==> src/common/sxs_pkg.sv <==
// sxs_pkg: opcodes, widths and constants for the subtract/xor/swap/sleep
// datapath. assumes a decoder delivers one opcode per instruction cycle.
// Behaviour
// [RQ1] sleep halts execution, stops oscillator until wake
// [RQ2] sleep clears watchdog counter and prescaler
// [RQ3] sleep clears powerdown flag, sets timeout flag
// [RQ4] subtract accumulator from register, select destination
// [RQ5] borrow flags clear when accumulator exceeds operand
// [RQ6] subtract with borrow uses inverted borrow flag
// [RQ7] nibble exchange writes swapped nibbles, no flags
// [RQ8] xor immediate into accumulator, zero flag only
// [RQ9] xor register into destination, zero flag only
// [RQ10] direction load copies accumulator to port 5-7
// [RQ11] subtract accumulator from immediate into accumulator
// [RQ12] zero flag set when result is all zero
package sxs_pkg;
  localparam int DATA_W = 8;
  localparam int ADDR_W = 7;
  localparam int WDT_W  = 8;
  localparam int PRE_W  = 8;
  localparam int NIB    = 4;

  typedef enum logic [2:0] {
    SXS_OP_NONE     = 3'b000,
    SXS_OP_SUBREG   = 3'b001,
    SXS_OP_SUBBRW   = 3'b010,
    SXS_OP_SUBIMM   = 3'b011,
    SXS_OP_SWAP     = 3'b100,
    SXS_OP_XORIMM   = 3'b101,
    SXS_OP_XORREG   = 3'b110,
    SXS_OP_SLEEP    = 3'b111
  } sxs_op_e;

  // direction load is a separate strobe so it needs no opcode slot of its own
  localparam logic [2:0] DIR_SEL_A = 3'h5;
  localparam logic [2:0] DIR_SEL_B = 3'h6;
  localparam logic [2:0] DIR_SEL_C = 3'h7;

  localparam logic [DATA_W-1:0] ACC_RST = 8'h00;
  localparam logic [DATA_W-1:0] DIR_RST = 8'hFF;
  localparam logic [WDT_W-1:0]  WDT_CLR = 8'h00;
  localparam logic [PRE_W-1:0]  PRE_CLR = 8'h00;
  localparam logic [DATA_W-1:0] ZERO8   = 8'h00;
endpackage

==> src/core/sxs_exec.sv <==
// sxs_exec: executes one instruction per valid cycle on the core clock.
// assumes the register file supplies reg_data_in for reg_addr_in in the
// same cycle and takes the write-back strobe one cycle later.
`timescale 1ns/100ps
module sxs_exec
  import sxs_pkg::*;
(
  input  wire logic              ref_clk_in,
  input  wire logic              rst_in,
  input  wire logic              op_valid_in,
  input  wire logic [2:0]        op_code_in,
  input  wire logic              dir_load_in,
  input  wire logic [2:0]        dir_sel_in,
  input  wire logic              target_select_in,
  input  wire logic [ADDR_W-1:0] reg_addr_in,
  input  wire logic [DATA_W-1:0] reg_data_in,
  input  wire logic [DATA_W-1:0] imm_in,
  input  wire logic              wake_in,
  input  wire logic              wdt_tick_in,
  output logic [DATA_W-1:0]      acc_out,
  output logic                   reg_we_out,
  output logic [ADDR_W-1:0]      reg_waddr_out,
  output logic [DATA_W-1:0]      reg_wdata_out,
  output logic                   borrow_inverse_bit_out,
  output logic                   low_nibble_borrow_bit_out,
  output logic                   result_null_bit_out,
  output logic                   sleep_entered_flag_n_out,
  output logic                   timeout_flag_out,
  output logic                   sleeping_out,
  output logic                   osc_run_out,
  output logic [WDT_W-1:0]       watchdog_counter_out,
  output logic [DATA_W-1:0]      port_a_direction_out,
  output logic [DATA_W-1:0]      port_b_direction_out,
  output logic [DATA_W-1:0]      port_c_direction_out
);
  logic [DATA_W-1:0] acc_ff, res;
  logic              c_ff, dc_ff, z_ff, pd_n_ff, to_ff, sleep_ff;
  logic [WDT_W-1:0]  wdt_ff;
  logic [PRE_W-1:0]  pre_ff;
  logic [DATA_W-1:0] dir_a_ff, dir_b_ff, dir_c_ff;
  logic              we_ff;
  logic [ADDR_W-1:0] waddr_ff;
  logic [DATA_W-1:0] wdata_ff;
  logic [DATA_W-1:0] opnd;
  logic [DATA_W:0]   diff;
  logic [NIB:0]      ndiff;
  logic              bin, is_sub, flag_z, to_acc, to_reg;
  logic              run;
  logic              sleep_go;
  logic              pre_wrap;
  logic              osc_ff;
  sxs_op_e           op;

  assign op  = sxs_op_e'(op_code_in);
  // nothing executes while asleep; wake is handled by the sleep entry block below
  assign run = op_valid_in && !sleep_ff; // see [RQ1]

  // sleep is taken like any other opcode; a direction load overrides it
  // because the decoder raises dir_load_in with a don't-care opcode
  assign sleep_go = run && (op == SXS_OP_SLEEP) && !dir_load_in;

  // prescaler overflow carries one count into the watchdog; the counter
  // itself wraps silently, the time-out reaction lives outside this block
  assign pre_wrap = wdt_tick_in && (pre_ff == {PRE_W{1'b1}});

  // shared subtractor: operand minus accumulator minus borrow
  always_comb begin
    opnd   = (op == SXS_OP_SUBIMM || op == SXS_OP_XORIMM) ? imm_in
                                                          : reg_data_in;
    bin    = (op == SXS_OP_SUBBRW) ? ~c_ff : 1'b0; // see [RQ6]
    // borrow out of bit 8 / bit 4 gives inverted carry flags
    diff   = {1'b0, opnd} - {1'b0, acc_ff} - {{DATA_W{1'b0}}, bin};
    ndiff  = {1'b0, opnd[NIB-1:0]} - {1'b0, acc_ff[NIB-1:0]}
             - {{NIB{1'b0}}, bin};
    is_sub = 1'b0;
    flag_z = 1'b0;
    to_acc = 1'b0;
    to_reg = 1'b0;
    res    = ZERO8;
    unique case (op)
      SXS_OP_SUBREG, SXS_OP_SUBBRW: begin // see [RQ4] see [RQ6]
        res = diff[DATA_W-1:0];
        is_sub = 1'b1;
        flag_z = 1'b1;
        to_acc = !target_select_in;
        to_reg = target_select_in;
      end
      SXS_OP_SUBIMM: begin // see [RQ11]
        res = diff[DATA_W-1:0];
        is_sub = 1'b1;
        flag_z = 1'b1;
        to_acc = 1'b1;
      end
      SXS_OP_SWAP: begin // see [RQ7]
        res = {opnd[NIB-1:0], opnd[DATA_W-1:NIB]};
        to_acc = !target_select_in;
        to_reg = target_select_in;
      end
      SXS_OP_XORIMM: begin // see [RQ8]
        res = acc_ff ^ opnd;
        flag_z = 1'b1;
        to_acc = 1'b1;
      end
      SXS_OP_XORREG: begin // see [RQ9]
        res = acc_ff ^ opnd;
        flag_z = 1'b1;
        to_acc = !target_select_in;
        to_reg = target_select_in;
      end
      SXS_OP_NONE, SXS_OP_SLEEP: begin
        res = ZERO8;
      end
    endcase
  end

  // accumulator write-back
  always_ff @(posedge ref_clk_in) begin
    if (rst_in) begin
      acc_ff <= ACC_RST;
    end else if (run && to_acc && !dir_load_in) begin
      acc_ff <= res;
    end
  end

  // register file write-back, one-cycle strobe
  always_ff @(posedge ref_clk_in) begin
    if (rst_in) begin
      we_ff    <= 1'b0;
      waddr_ff <= '0;
      wdata_ff <= ZERO8;
    end else begin
      we_ff <= run && to_reg && !dir_load_in;
      if (run && to_reg) begin
        waddr_ff <= reg_addr_in;
        wdata_ff <= res;
      end
    end
  end

  // arithmetic flags; only instructions that touch them update them
  always_ff @(posedge ref_clk_in) begin
    if (rst_in) begin
      c_ff  <= 1'b0;
      dc_ff <= 1'b0;
      z_ff  <= 1'b0;
    end else if (run && !dir_load_in) begin
      if (is_sub) begin
        c_ff  <= ~diff[DATA_W]; // see [RQ5]
        dc_ff <= ~ndiff[NIB];   // see [RQ5]
      end
      if (flag_z) begin
        z_ff <= (res == ZERO8); // see [RQ12]
      end
    end
  end

  // sleep entry and power status; wake simply releases the halt.
  // the oscillator-run output is its own flop so that it leaves the
  // block glitch-free, at the cost of one more register
  always_ff @(posedge ref_clk_in) begin
    if (rst_in) begin
      sleep_ff <= 1'b0;
      osc_ff   <= 1'b1;
      pd_n_ff  <= 1'b1;
      to_ff    <= 1'b1;
    end else if (sleep_go) begin
      sleep_ff <= 1'b1; // see [RQ1]
      osc_ff   <= 1'b0; // see [RQ1]
      pd_n_ff  <= 1'b0; // see [RQ3]
      to_ff    <= 1'b1; // see [RQ3]
    end else if (sleep_ff && wake_in) begin
      sleep_ff <= 1'b0;
      osc_ff   <= 1'b1;
    end
  end

  // watchdog and prescaler: cleared by sleep, clear wins over the tick
  always_ff @(posedge ref_clk_in) begin
    if (rst_in) begin
      wdt_ff <= WDT_CLR;
      pre_ff <= PRE_CLR;
    end else if (sleep_go) begin
      wdt_ff <= WDT_CLR; // see [RQ2]
      pre_ff <= PRE_CLR; // see [RQ2]
    end else if (wdt_tick_in) begin
      pre_ff <= pre_ff + 1'b1;
      if (pre_wrap) begin
        wdt_ff <= wdt_ff + 1'b1;
      end
    end
  end

  // direction registers; other selector values are ignored
  always_ff @(posedge ref_clk_in) begin
    if (rst_in) begin
      dir_a_ff <= DIR_RST;
      dir_b_ff <= DIR_RST;
      dir_c_ff <= DIR_RST;
    end else if (op_valid_in && !sleep_ff && dir_load_in) begin
      if (dir_sel_in == DIR_SEL_A) dir_a_ff <= acc_ff; // see [RQ10]
      if (dir_sel_in == DIR_SEL_B) dir_b_ff <= acc_ff; // see [RQ10]
      if (dir_sel_in == DIR_SEL_C) dir_c_ff <= acc_ff; // see [RQ10]
    end
  end

  assign acc_out                   = acc_ff;
  assign reg_we_out                = we_ff;
  assign reg_waddr_out             = waddr_ff;
  assign reg_wdata_out             = wdata_ff;
  assign borrow_inverse_bit_out    = c_ff;
  assign low_nibble_borrow_bit_out = dc_ff;
  assign result_null_bit_out       = z_ff;
  assign sleep_entered_flag_n_out  = pd_n_ff;
  assign timeout_flag_out          = to_ff;
  assign sleeping_out              = sleep_ff;
  assign osc_run_out               = osc_ff; // see [RQ1]
  assign watchdog_counter_out      = wdt_ff;
  assign port_a_direction_out      = dir_a_ff;
  assign port_b_direction_out      = dir_b_ff;
  assign port_c_direction_out      = dir_c_ff;
endmodule

==> config.mk <==
export PLATFORM = sky130hd
export DESIGN_NAME = sxs_exec
export DESIGN_NICKNAME = d
export VERILOG_FILES = /design/src/common/sxs_pkg.sv /design/src/core/sxs_exec.sv
export SDC_FILE = /design/constraint.sdc
export NUM_CORES = 1
export LEC_CHECK = 0
export BUFFER_PORTS_ARGS = -buffer_cell sky130_fd_sc_hd__buf_4
export CAP_MARGIN = 20
export CORE_ASPECT_RATIO = 1.1
export CORE_MARGIN = 2
export CORE_UTILIZATION = 40
export CTS_BUF_LIST = sky130_fd_sc_hd__clkbuf_8
export CTS_CLUSTER_DIAMETER = 150
export CTS_CLUSTER_SIZE = 12
export DETAILED_ROUTE_END_ITERATION = 6
export SYNTH_ARGS = -nofsm -noshare
export SYNTH_HDL_FRONTEND = slang
export SYNTH_SLANG_ARGS = --single-unit
==> constraint.sdc <==
create_clock -name ref_clk_in -period 4.05 [get_ports ref_clk_in]
set_input_delay 0.2025 -clock ref_clk_in [delete_from_list [all_inputs] [get_ports ref_clk_in]]
set_output_delay 0.2025 -clock ref_clk_in [all_outputs]
set_load 0.01 [all_outputs]
; After elaboration in Yosys (flattened, before gate mapping)
; Index checks and enable logic that the tools add are counted.
[word_totals]
input_bits = 36
ff_bits = 70
wordCells = 78
[op_classes]
n_mux = 11
bitwise = 4
n_eq_ne = 11
n_reduce_logical = 31
addsub = 6
[ops]
columns = op, count
row1 = $pmux 8 s4, 1
row2 = $eq 3x3->1 const B, 7
row3 = $add 8x1->8 const B, 2
row4 = $reduce_and 2->1, 6
row5 = $logic_and 1x1->1, 11
row6 = $sub 8x8->9, 1
row7 = $sub 9x1->9, 1
row8 = $eq 8x8->1 const B, 1
row9 = $logic_not 8->1, 1
row10 = $mux 1, 8
row11 = $mux 8, 1
row12 = $reduce_or 2->1, 4
row13 = $xor 8x8->8, 1
row14 = $eq 3x2->1 const B, 2
row15 = $reduce_or 5->1, 1
row16 = $sub 4x4->5, 1
row17 = $sub 5x1->5, 1
row18 = $reduce_or 4->1, 1
row19 = $eq 3x1->1 const B, 1
row20 = $logic_not 1->1, 3
row21 = $logic_not 3->1, 1
row22 = $not 1->1, 3
row23 = $reduce_or 3->1, 1
row24 = $pmux 1 s2, 1
row25 = 2 further kinds, 2

; Logic depth before layout (Yosys ltp)
; Gate-level depths: netlist (run 1).
[logic_depth]
depth_word = 7
mapped_depth = 14

; Worst setup path before layout (run 1)
; Ideal clock, no wire load.
[synth_timing]
path_kind = input to register
startpoint = input op_code_in[0]
endpoint = register z_ff (netlist: result_null_bit_out)
t_arrival_ps = 3589
path_buffers = 3
setup_slack_ps = 377
setup_time_ps = 84
stages = 13
cell_sequence = buf_4 -> buf_4 -> nand2b_1 -> clkbuf_1 -> mux2i_1 -> fa_1 -> fa_1 -> a21boi_0 -> o21a_1 -> o31ai_1 -> or4_1 -> or4_1 -> o31ai_2
[synth_via]
elab_chain_len = 7
[synth_rtl]
columns = element, line
row1 = "start, declared", sxs_exec.sv:11  ; input wire logic [2:0] op_code_in,
row2 = $eq 3x2->1 / $eq 3x3->1 (equally long branches), "sxs_exec.sv:68, sxs_exec.sv:80"
row3 = $logic_or 1x1->1, sxs_exec.sv:68  ; opnd = (op == SXS_OP_SUBIMM || op == SXS_OP_XORIMM) ? imm_in
row4 = $mux 8, sxs_exec.sv:68
row5 = $sub 8x8->9, sxs_exec.sv:72  ; diff = {1'b0, opnd} - {1'b0, acc_ff} - {{DATA_W{1'b0}}, bin};
row6 = $sub 9x1->9, sxs_exec.sv:72
row7 = $pmux 8 s4, sxs_exec.sv:80  ; unique case (op)
row8 = $logic_not 8->1, sxs_exec.sv:152  ; z_ff <= (res == ZERO8);
row9 = "end signal, assigned", sxs_exec.sv:152
row10 = "end, declared", sxs_exec.sv:37  ; logic c_ff, dc_ff, z_ff, pd_n_ff, to_ff, sleep_ff;
; Parallel ways exist; a longest one is shown, timed or not.
; A chain may end at the register's enable or synchronous reset.

; Final worst setup path (run 1)
[layout_timing]
startpoint = input op_code_in[1]
endpoint = register z_ff (netlist: result_null_bit_out)
; The elaborated chain is that of the path after synthesis.

==> out/results.tsv, run 1 <==
metric	value	unit
total global-route track usage	20.5	%
Min-Delay Endpoint	reg_waddr_out[5]	
Reg2Reg Depth	9	
final WL	9.68	mm
min-delay worst type	in2reg	
Worst Setup End Kind	register	
Total Power	1660	uW
headroom to the max-slew limit	34.3	%
Initial Util	40.9	%
leakage power	0.00194	uW
layout cell share with drive strength beyond 1	23.7	%
worst vdd ir	0.000157	V
DR DRC count	0	
Worst-path clk slew	0.08	ns
Setup crit start kind	input pin	
CTS tree	built	
CTS buffer count	9	
Synth top area share	39.0	%
initial drt markers	134	
Resize count post-CTS	0	
Layout fillers	851	
Tcrit/Tclk final	82.1	%
core box area	8780	um^2
CTS Buffer Depth	2	
hold buffers post-CTS	0	
# Post-CTS Setup Buffers	0	
global-route wire length before repair	15.3	mm
number of flops mapped to enable cells by yosys	0	
Crit Path Max Fanout	22	
Slew Limit Fails	0	
PD cells	359	nW/um^2
Hold WS	0.0815	ns
Congestion Overflow GR	0	
die footprint	9760	um^2
Synth Area per Inst	8.49	um^2
hold wc startpoint	reg_addr_in[5]	
TNS Setup	0	ns
worst skew pair latency	0.36	ns
drt pass-1 iters	5	
worst clock skew	0.0138	ns
Syn-to-layout area delta	28.5	%
cell row count	36	
IO Pins	99	
fin nets	565	
Clock Sinks	70	
Max Freq	301	MHz
final setup fails	0	
Vias	3228	
GP Congestion	0.899	
Synth Warn #	0	
Root Buffer	clkbuf_8	
Crit Path Class	in2reg	
synth unique cells	53	
routed len/inst	15.3	um
post-DP HPWL	7.16	mm
most frequent cell after synthesis	dfxtp_1	
Horiz. Die Dim	94.4	um
Final Hold Viols	0	
status	finished, final reports clean	
register area share after synthesis	39.0	%
dominant synthesized flop cell	dfxtp_1	
initial antenna violation count	0	
diode count	0	
fin crit period	3.32	ns
Final ANT Viol Nets	0	
Die H	103	um
Worst-Margin Slew	0.981	ns
largest net degree at the start of global routing	59	
Buffers on Ports	97	
top cells by area, synth	dfxtp_1 (39%), nor2_1 (5.4%), nand2_1 (5.1%)	
R2R Path End	result_null_bit_out	
H-tree depth	3	
vias in the first global route	2998	
worst r2r src	borrow_inverse_bit_out	
vias per inst	5.11	
worst hold path depth	3	
Post-synth ARST share	0	%
RSZ-0062 raised after global routing	false	
mapped cell area	3590	um^2
CP arrival	3.60	ns
most frequent cells after synthesis	dfxtp_1 (70), nor2_1 (52), nand2_1 (49)	
area leader, netlist	dfxtp_1	
critical path required time	4.32	ns
Post-Syn Nets	475	
flop and latch count out of synthesis	70	
r2r setup slk	0.73	ns
Post-Synthesis Cells	423	
Max Cap Violations	0	
==> where the power goes <==
part	internal (uW)	switching [uW]
Sequential	709	23.7
Clock	348	277
Combinational	137	161
Total	1190	462
==> cell type report <==
| class | count | area (um^2) | share of cell area [%] |
|---|---|---|---|
| clock inverter | 7 | 96.3 | 2.09 |
| tap | 114 | 143 | 3.09 |
| clock buffer | 9 | 124 | 2.68 |
| sequential | 70 | 1400 | 30.4 |
| multi-input combinational | 317 | 2040 | 44.2 |
| timing repair buffer | 101 | 758 | 16.4 |
| inverter | 14 | 52.6 | 1.14 |
==> flip-flops by register name, summed over array words and instances (netlist names), 7 cells and up <==
register	flops
acc_out	8
port_a_direction_out	8
port_b_direction_out	8
port_c_direction_out	8
pre_ff	8
reg_wdata_out	8
watchdog_counter_out	8
reg_waddr_out	7
==> stage by stage <==
step | instance area [um^2] | util [%] | setup WS, ns | std cells
after floorplan | 3590 | - | 0.377 | 423
after global placement | 4390 | 49.9 | 0.465 | 615
after detailed placement | 4390 | 49.9 | 0.392 | 615
after CTS | 4610 | 52.5 | 0.741 | 631
after global routing | 4610 | 52.5 | 0.514 | 632
final | 4610 | 52.5 | 0.726 | 632
==> worst max-delay path, cell delays in order <==
cell and delay (ns):
buf_4 0.19, xnor2_1 0.16, nand2b_1 0.18, mux2i_1 0.15, fa_1 0.42, fa_1 0.45, a21boi_0 0.42, o21a_1 0.17
o31ai_1 0.10, or4_1 0.48, or4_1 0.48, o31ai_2 0.18
==> layer usage <==
layer / share of wire, % / track usage, %
met1: 44 / 26.1
met2: 50 / 34.3
met3: 3.8 / 3.48
met4: 1.8 / 8.81
met5: 0 / 0
==> how the worst max path moves through the flow <==
stage	end	slack, ns	depth (start not counted)	from
6_report	result_null_bit_out	0.73	12	op_code_in[1]
4_1_cts	result_null_bit_out	0.74	9	borrow_inverse_bit_out
5_1_grt	result_null_bit_out	0.51	14	op_code_in[1]
2_1_floorplan	result_null_bit_out	0.38	13	op_code_in[0]
3_5_place_dp	result_null_bit_out	0.39	12	op_code_in[1]
3_3_place_gp	result_null_bit_out	0.47	12	op_code_in[1]
==> cells by family after synthesis <==
| logic type | after synthesis | share of synthesized area [%] |
|---|---|---|
| xor gates and xnor gates | 19 | 4.63 |
| muxes | 17 | 4.74 |
| DFF | 70 | 39.0 |
| adders and majority gates | 17 | 6.27 |
| buffers and inverters | 36 | 4.21 |
| other | 1 | 0.104 |
| and+or+nand+nor | 187 | 26.1 |
| AOI/OAI and AO/OA | 76 | 14.9 |
==> cells in the final DEF (no fill, tap or decap), types with 3 or more instances in the layout <==
cell type,count
a211o_1,16
a211oi_1,7
a21o_1,3
a21oi_1,17
and3_1,5
buf_4,101
clkbuf_8,9
dfxtp_1,70
ha_1,14
inv_1,14
mux2i_1,17
nand2_1,49
nand2b_1,4
nand3_1,8
nand3b_1,14
nand4_1,6
nor2_1,52
nor2b_1,19
nor3_1,11
o21a_1,4
o21ai_0,9
or4_1,3
xnor2_1,10
xor2_1,9
Power figures use the tool's default switching activity.
==> run 2: changes to the inputs <==
--- a/config.mk
+++ b/config.mk
@@ -5,6 +5,7 @@
 export SDC_FILE = /design/constraint.sdc
 export NUM_CORES = 1
 export LEC_CHECK = 0
+export ABC_AREA = 1
 export BUFFER_PORTS_ARGS = -buffer_cell sky130_fd_sc_hd__buf_4
 export CAP_MARGIN = 20
 export CORE_ASPECT_RATIO = 1.1
@@ -14,6 +15,7 @@
 export CTS_CLUSTER_DIAMETER = 150
 export CTS_CLUSTER_SIZE = 12
 export DETAILED_ROUTE_END_ITERATION = 6
+export PLACE_DENSITY = 0.66
 export SYNTH_ARGS = -nofsm -noshare
 export SYNTH_HDL_FRONTEND = slang
 export SYNTH_SLANG_ARGS = --single-unit
==> constraint.sdc (replaced) <==
create_clock -name ref_clk_in -period 2.75 [get_ports ref_clk_in]
set_input_delay 0.1375 -clock ref_clk_in [delete_from_list [all_inputs] [get_ports ref_clk_in]]
set_output_delay 0.1375 -clock ref_clk_in [all_outputs]
set_load 0.01 [all_outputs]
==> out/results.tsv, run 2 <==
metric	value	unit	change
vias per inst	4.92		was 5.11
worst path cell trace	nor4_1 -> fa_2 -> fa_2 -> nand2_1 -> nand2_1 -> nand3_1 -> nand3_1 -> nand4_1 -> nor2_1 -> nand3_1 -> nor2_1 -> nand3_1 -> a21oi_1		was buf_4 -> xnor2_1 -> nand2b_1 -> mux2i_1 -> fa_1 -> fa_1 -> a21boi_0 -> o21a_1 -> o31ai_1 -> or4_1 -> or4_1 -> o31ai_2
Syn-to-layout area delta	30.1	%	was 28.5%
top cells by area, synth	dfxtp_1 (39%), nand2_1 (14%), inv_1 (8.1%)		was dfxtp_1 (39%), nor2_1 (5.4%), nand2_1 (5.1%)
met1 usage	27.5	%	was 26.1%
CTS Buffer Depth	2		unchanged
Max Cap Violations	0		unchanged
critical path required time	3.03	ns	was 4.32 ns
mux share of post-synthesis cell area	0.277	%	was 4.74%
most frequent cell after synthesis	nand2_1		was dfxtp_1
drt pass-1 iters	5		unchanged
Setup crit start kind	register		was input pin
mapped cell area	3620	um^2	was 3590 um^2
Slew Limit Fails	0		unchanged
Clock Sinks	70		unchanged
post-DP HPWL	7.62	mm	was 7.16 mm
# Post-CTS Setup Buffers	0		unchanged
DR DRC count	0		unchanged
IO Pins	99		unchanged
diode count	0		unchanged
RSZ-0062 raised after global routing	false		unchanged
layer with the highest usage	met2		unchanged
min-delay worst type	in2reg		unchanged
H-tree depth	3		unchanged
vias in the first global route	3242		was 2998
fin nets	656		was 565
Crit Path Max Fanout	2		was 22
register area share after synthesis	38.7	%	was 39.0%
hold wc startpoint	wake_in		was reg_addr_in[5]
die footprint	9820	um^2	was 9760 um^2
Final Util	53.3	%	was 52.5%
leakage power	0.00234	uW	was 0.00194 uW
PD cells	527	nW/um^2	was 359 nW/um^2
cell row count	36		unchanged
layout cell share with drive strength beyond 1	24.1	%	was 23.7%
Placed Area	4460	um^2	was 4390 um^2
fin area	4710	um^2	was 4610 um^2
routed len/inst	13.4	um	was 15.3 um
fin crit period	2.56	ns	
Layout fillers	893		was 851
initial antenna violation count	0		unchanged
final setup fails	0		unchanged
Slowest Stage Delay on Critical Path	0.49	ns	was 0.48 ns
main combinational cell family by area after synthesis	simple AND/OR/NAND/NOR gates		unchanged
dominant synthesized flop cell	dfxtp_1		unchanged
Post-Synth Simple-Gate Area	29.5	%	was 26.1%
worst r2r src	borrow_inverse_bit_out		unchanged
R2R Path End	result_null_bit_out		unchanged
Horiz. Die Dim	94.7	um	was 94.4 um
worst skew pair latency	0.34	ns	was 0.36 ns
number of flops mapped to enable cells by yosys	0		unchanged
Worst Setup End Kind	register		unchanged
leading cell type in the layout, fill and taps excluded	nand2_1		was buf_4
worst vdd ir	0.000267	V	was 0.000157 V
Total Power	2480	uW	was 1660 uW
Final Hold Viols	0		unchanged
final WL	9.70	mm	was 9.68 mm
Initial Util	41.0	%	was 40.9%
Root Buffer	clkbuf_8		unchanged
Max Freq	390	MHz	
Post-Synth Adder-Cell Area	5.95	%	was 6.27%
GP Congestion	0.921		was 0.899
Congestion Overflow GR	0		unchanged
Post-Syn Nets	555		was 475
total global-route track usage	20.2	%	was 20.5%
CP max-delay cell	nor4_1		was or4_1
Post-Synth XOR/XNOR Area	1.45	%	was 4.63%
Min-Delay Endpoint	osc_run_out		was reg_waddr_out[5]
initial drt markers	158		was 134
CTS buffer count	9		unchanged
worst hold path depth	3		unchanged
met3 Resource Use GR	3.13	%	was 3.48%
worst clock skew	0.00878	ns	was 0.0138 ns
Crit Path Class	reg2reg		was in2reg
setup ws final	0.189	ns	was 0.726 ns
Post-synth ARST share	0	%	unchanged
Synth Area per Inst	7.19	um^2	was 8.49 um^2
met2 usage	32.6	%	was 34.3%
Post-Synthesis Cells	503		was 423
r2r setup slk	0.19	ns	was 0.73 ns
TNS Setup	0	ns	unchanged
commonest non-fill, non-tap cells in the layout	nand2_1 (135), buf_4 (102), inv_1 (78)		was buf_4 (101), dfxtp_1 (70), nor2_1 (52)
status	finished, final reports clean		unchanged
Synth Warn #	0		unchanged
synth unique cells	42		was 53
headroom to the max-slew limit	59.3	%	was 34.3%
global-route wire length before repair	15.7	mm	was 15.3 mm
largest net degree at the start of global routing	45		was 59
CP arrival	2.84	ns	was 3.60 ns
core box area	8830	um^2	was 8780 um^2
Reg2Reg Depth	13		was 9
Worst-path clk slew	0.08	ns	about the same
Top cell by count, worst path	nand3_1		
Final ANT Viol Nets	0		unchanged
Worst-Margin Slew	0.610	ns	was 0.981 ns
Compound-Gate Fraction of Synth Area	13.6	%	was 14.9%
Tcrit/Tclk final	93.1	%	
CTS tree	built		unchanged
Vias	3558		was 3228
flop and latch count out of synthesis	70		unchanged
Die H	104	um	was 103 um
most frequent cells after synthesis	nand2_1 (135), inv_1 (78), dfxtp_1 (70)		was dfxtp_1 (70), nor2_1 (52), nand2_1 (49)
area leader, netlist	dfxtp_1		unchanged
Synth top area share	38.7	%	was 39.0%
Buffers on Ports	97		unchanged
dpl ws	-0.159	ns	was 0.392 ns
==> run 2: logic make-up after synthesis <==
| family | count (synthesis) |
|---|---|
| AOI/OAI and AO/OA | 82 |
| xor gates and xnor gates | 6 |
| adders and majority gates | 16 |
| buffers and inverters | 95 |
| DFF | 70 |
| muxes | 1 |
| other | 1 |
| and+or+nand+nor | 232 |
==> run 2: layout make-up <==
cell class,instances,area [um^2],area share [%]
Multi-Input combinational cell,338,1850,39.2
Sequential cell,70,1400,29.8
Timing Repair Buffer,103,776,16.5
Inverter,82,308,6.54
Clock buffer,11,151,3.22
Tap cell,114,143,3.03
Clock inverter,5,81.3,1.73
==> run 2: worst max-delay path by stage <==
| stage | startpoint | endpoint | slack (ns) | depth (start not counted) |
|---|---|---|---|---|
| detailed placement | op_code_in[1] | result_null_bit_out | -0.16 | 19 |
| floorplan | op_code_in[0] | borrow_inverse_bit_out | 0.43 | 18 |
| global route | borrow_inverse_bit_out | result_null_bit_out | 0.02 | 13 |
| finish | borrow_inverse_bit_out | result_null_bit_out | 0.19 | 13 |
| global placement | op_code_in[1] | result_null_bit_out | -0.1 | 19 |
| CTS | borrow_inverse_bit_out | result_null_bit_out | 0.08 | 14 |
==> run 2: what timing repair did <==
action,in CTS,in global routing
setup endpoints to repair,0,1
hold buffers,1,0
gates resized for setup,0,2
endpoints found under the hold margin,1,0
==> run 2: critical path, delay by kind of cell (launching register included) <==
family,cells,cell delay [ns]
DFF,1,0.34
AOI/OAI and AO/OA,1,0.16
adders and majority gates,2,0.56
and+or+nand+nor,10,1.44
==> run 2: per-stage QoR <==
stage | hold slack, ns | cells
floorplan | 0.217 | 503
global placement | 0.335 | 706
detailed placement | 0.335 | 706
CTS | 0.0298 | 723
global route | 0.0401 | 723
finish | 0.0486 | 723
==> run 2: layer usage <==
metal | part of all wire, % | vias up
li1 | - | 1819
met1 | 45 | 1623
met2 | 49 | 102
met3 | 4.7 | 14
met4 | 1.6 | 0
met5 | 0 | -
==> run 2: report_power, final <==
part	leakage [uW]	internal [uW]	switching [uW]	total, uW
clock	0.000116	560	388	948
combinational	0.00165	188	274	462
sequential	0.000569	1040	24.9	1070
total	0.00234	1790	687	2480
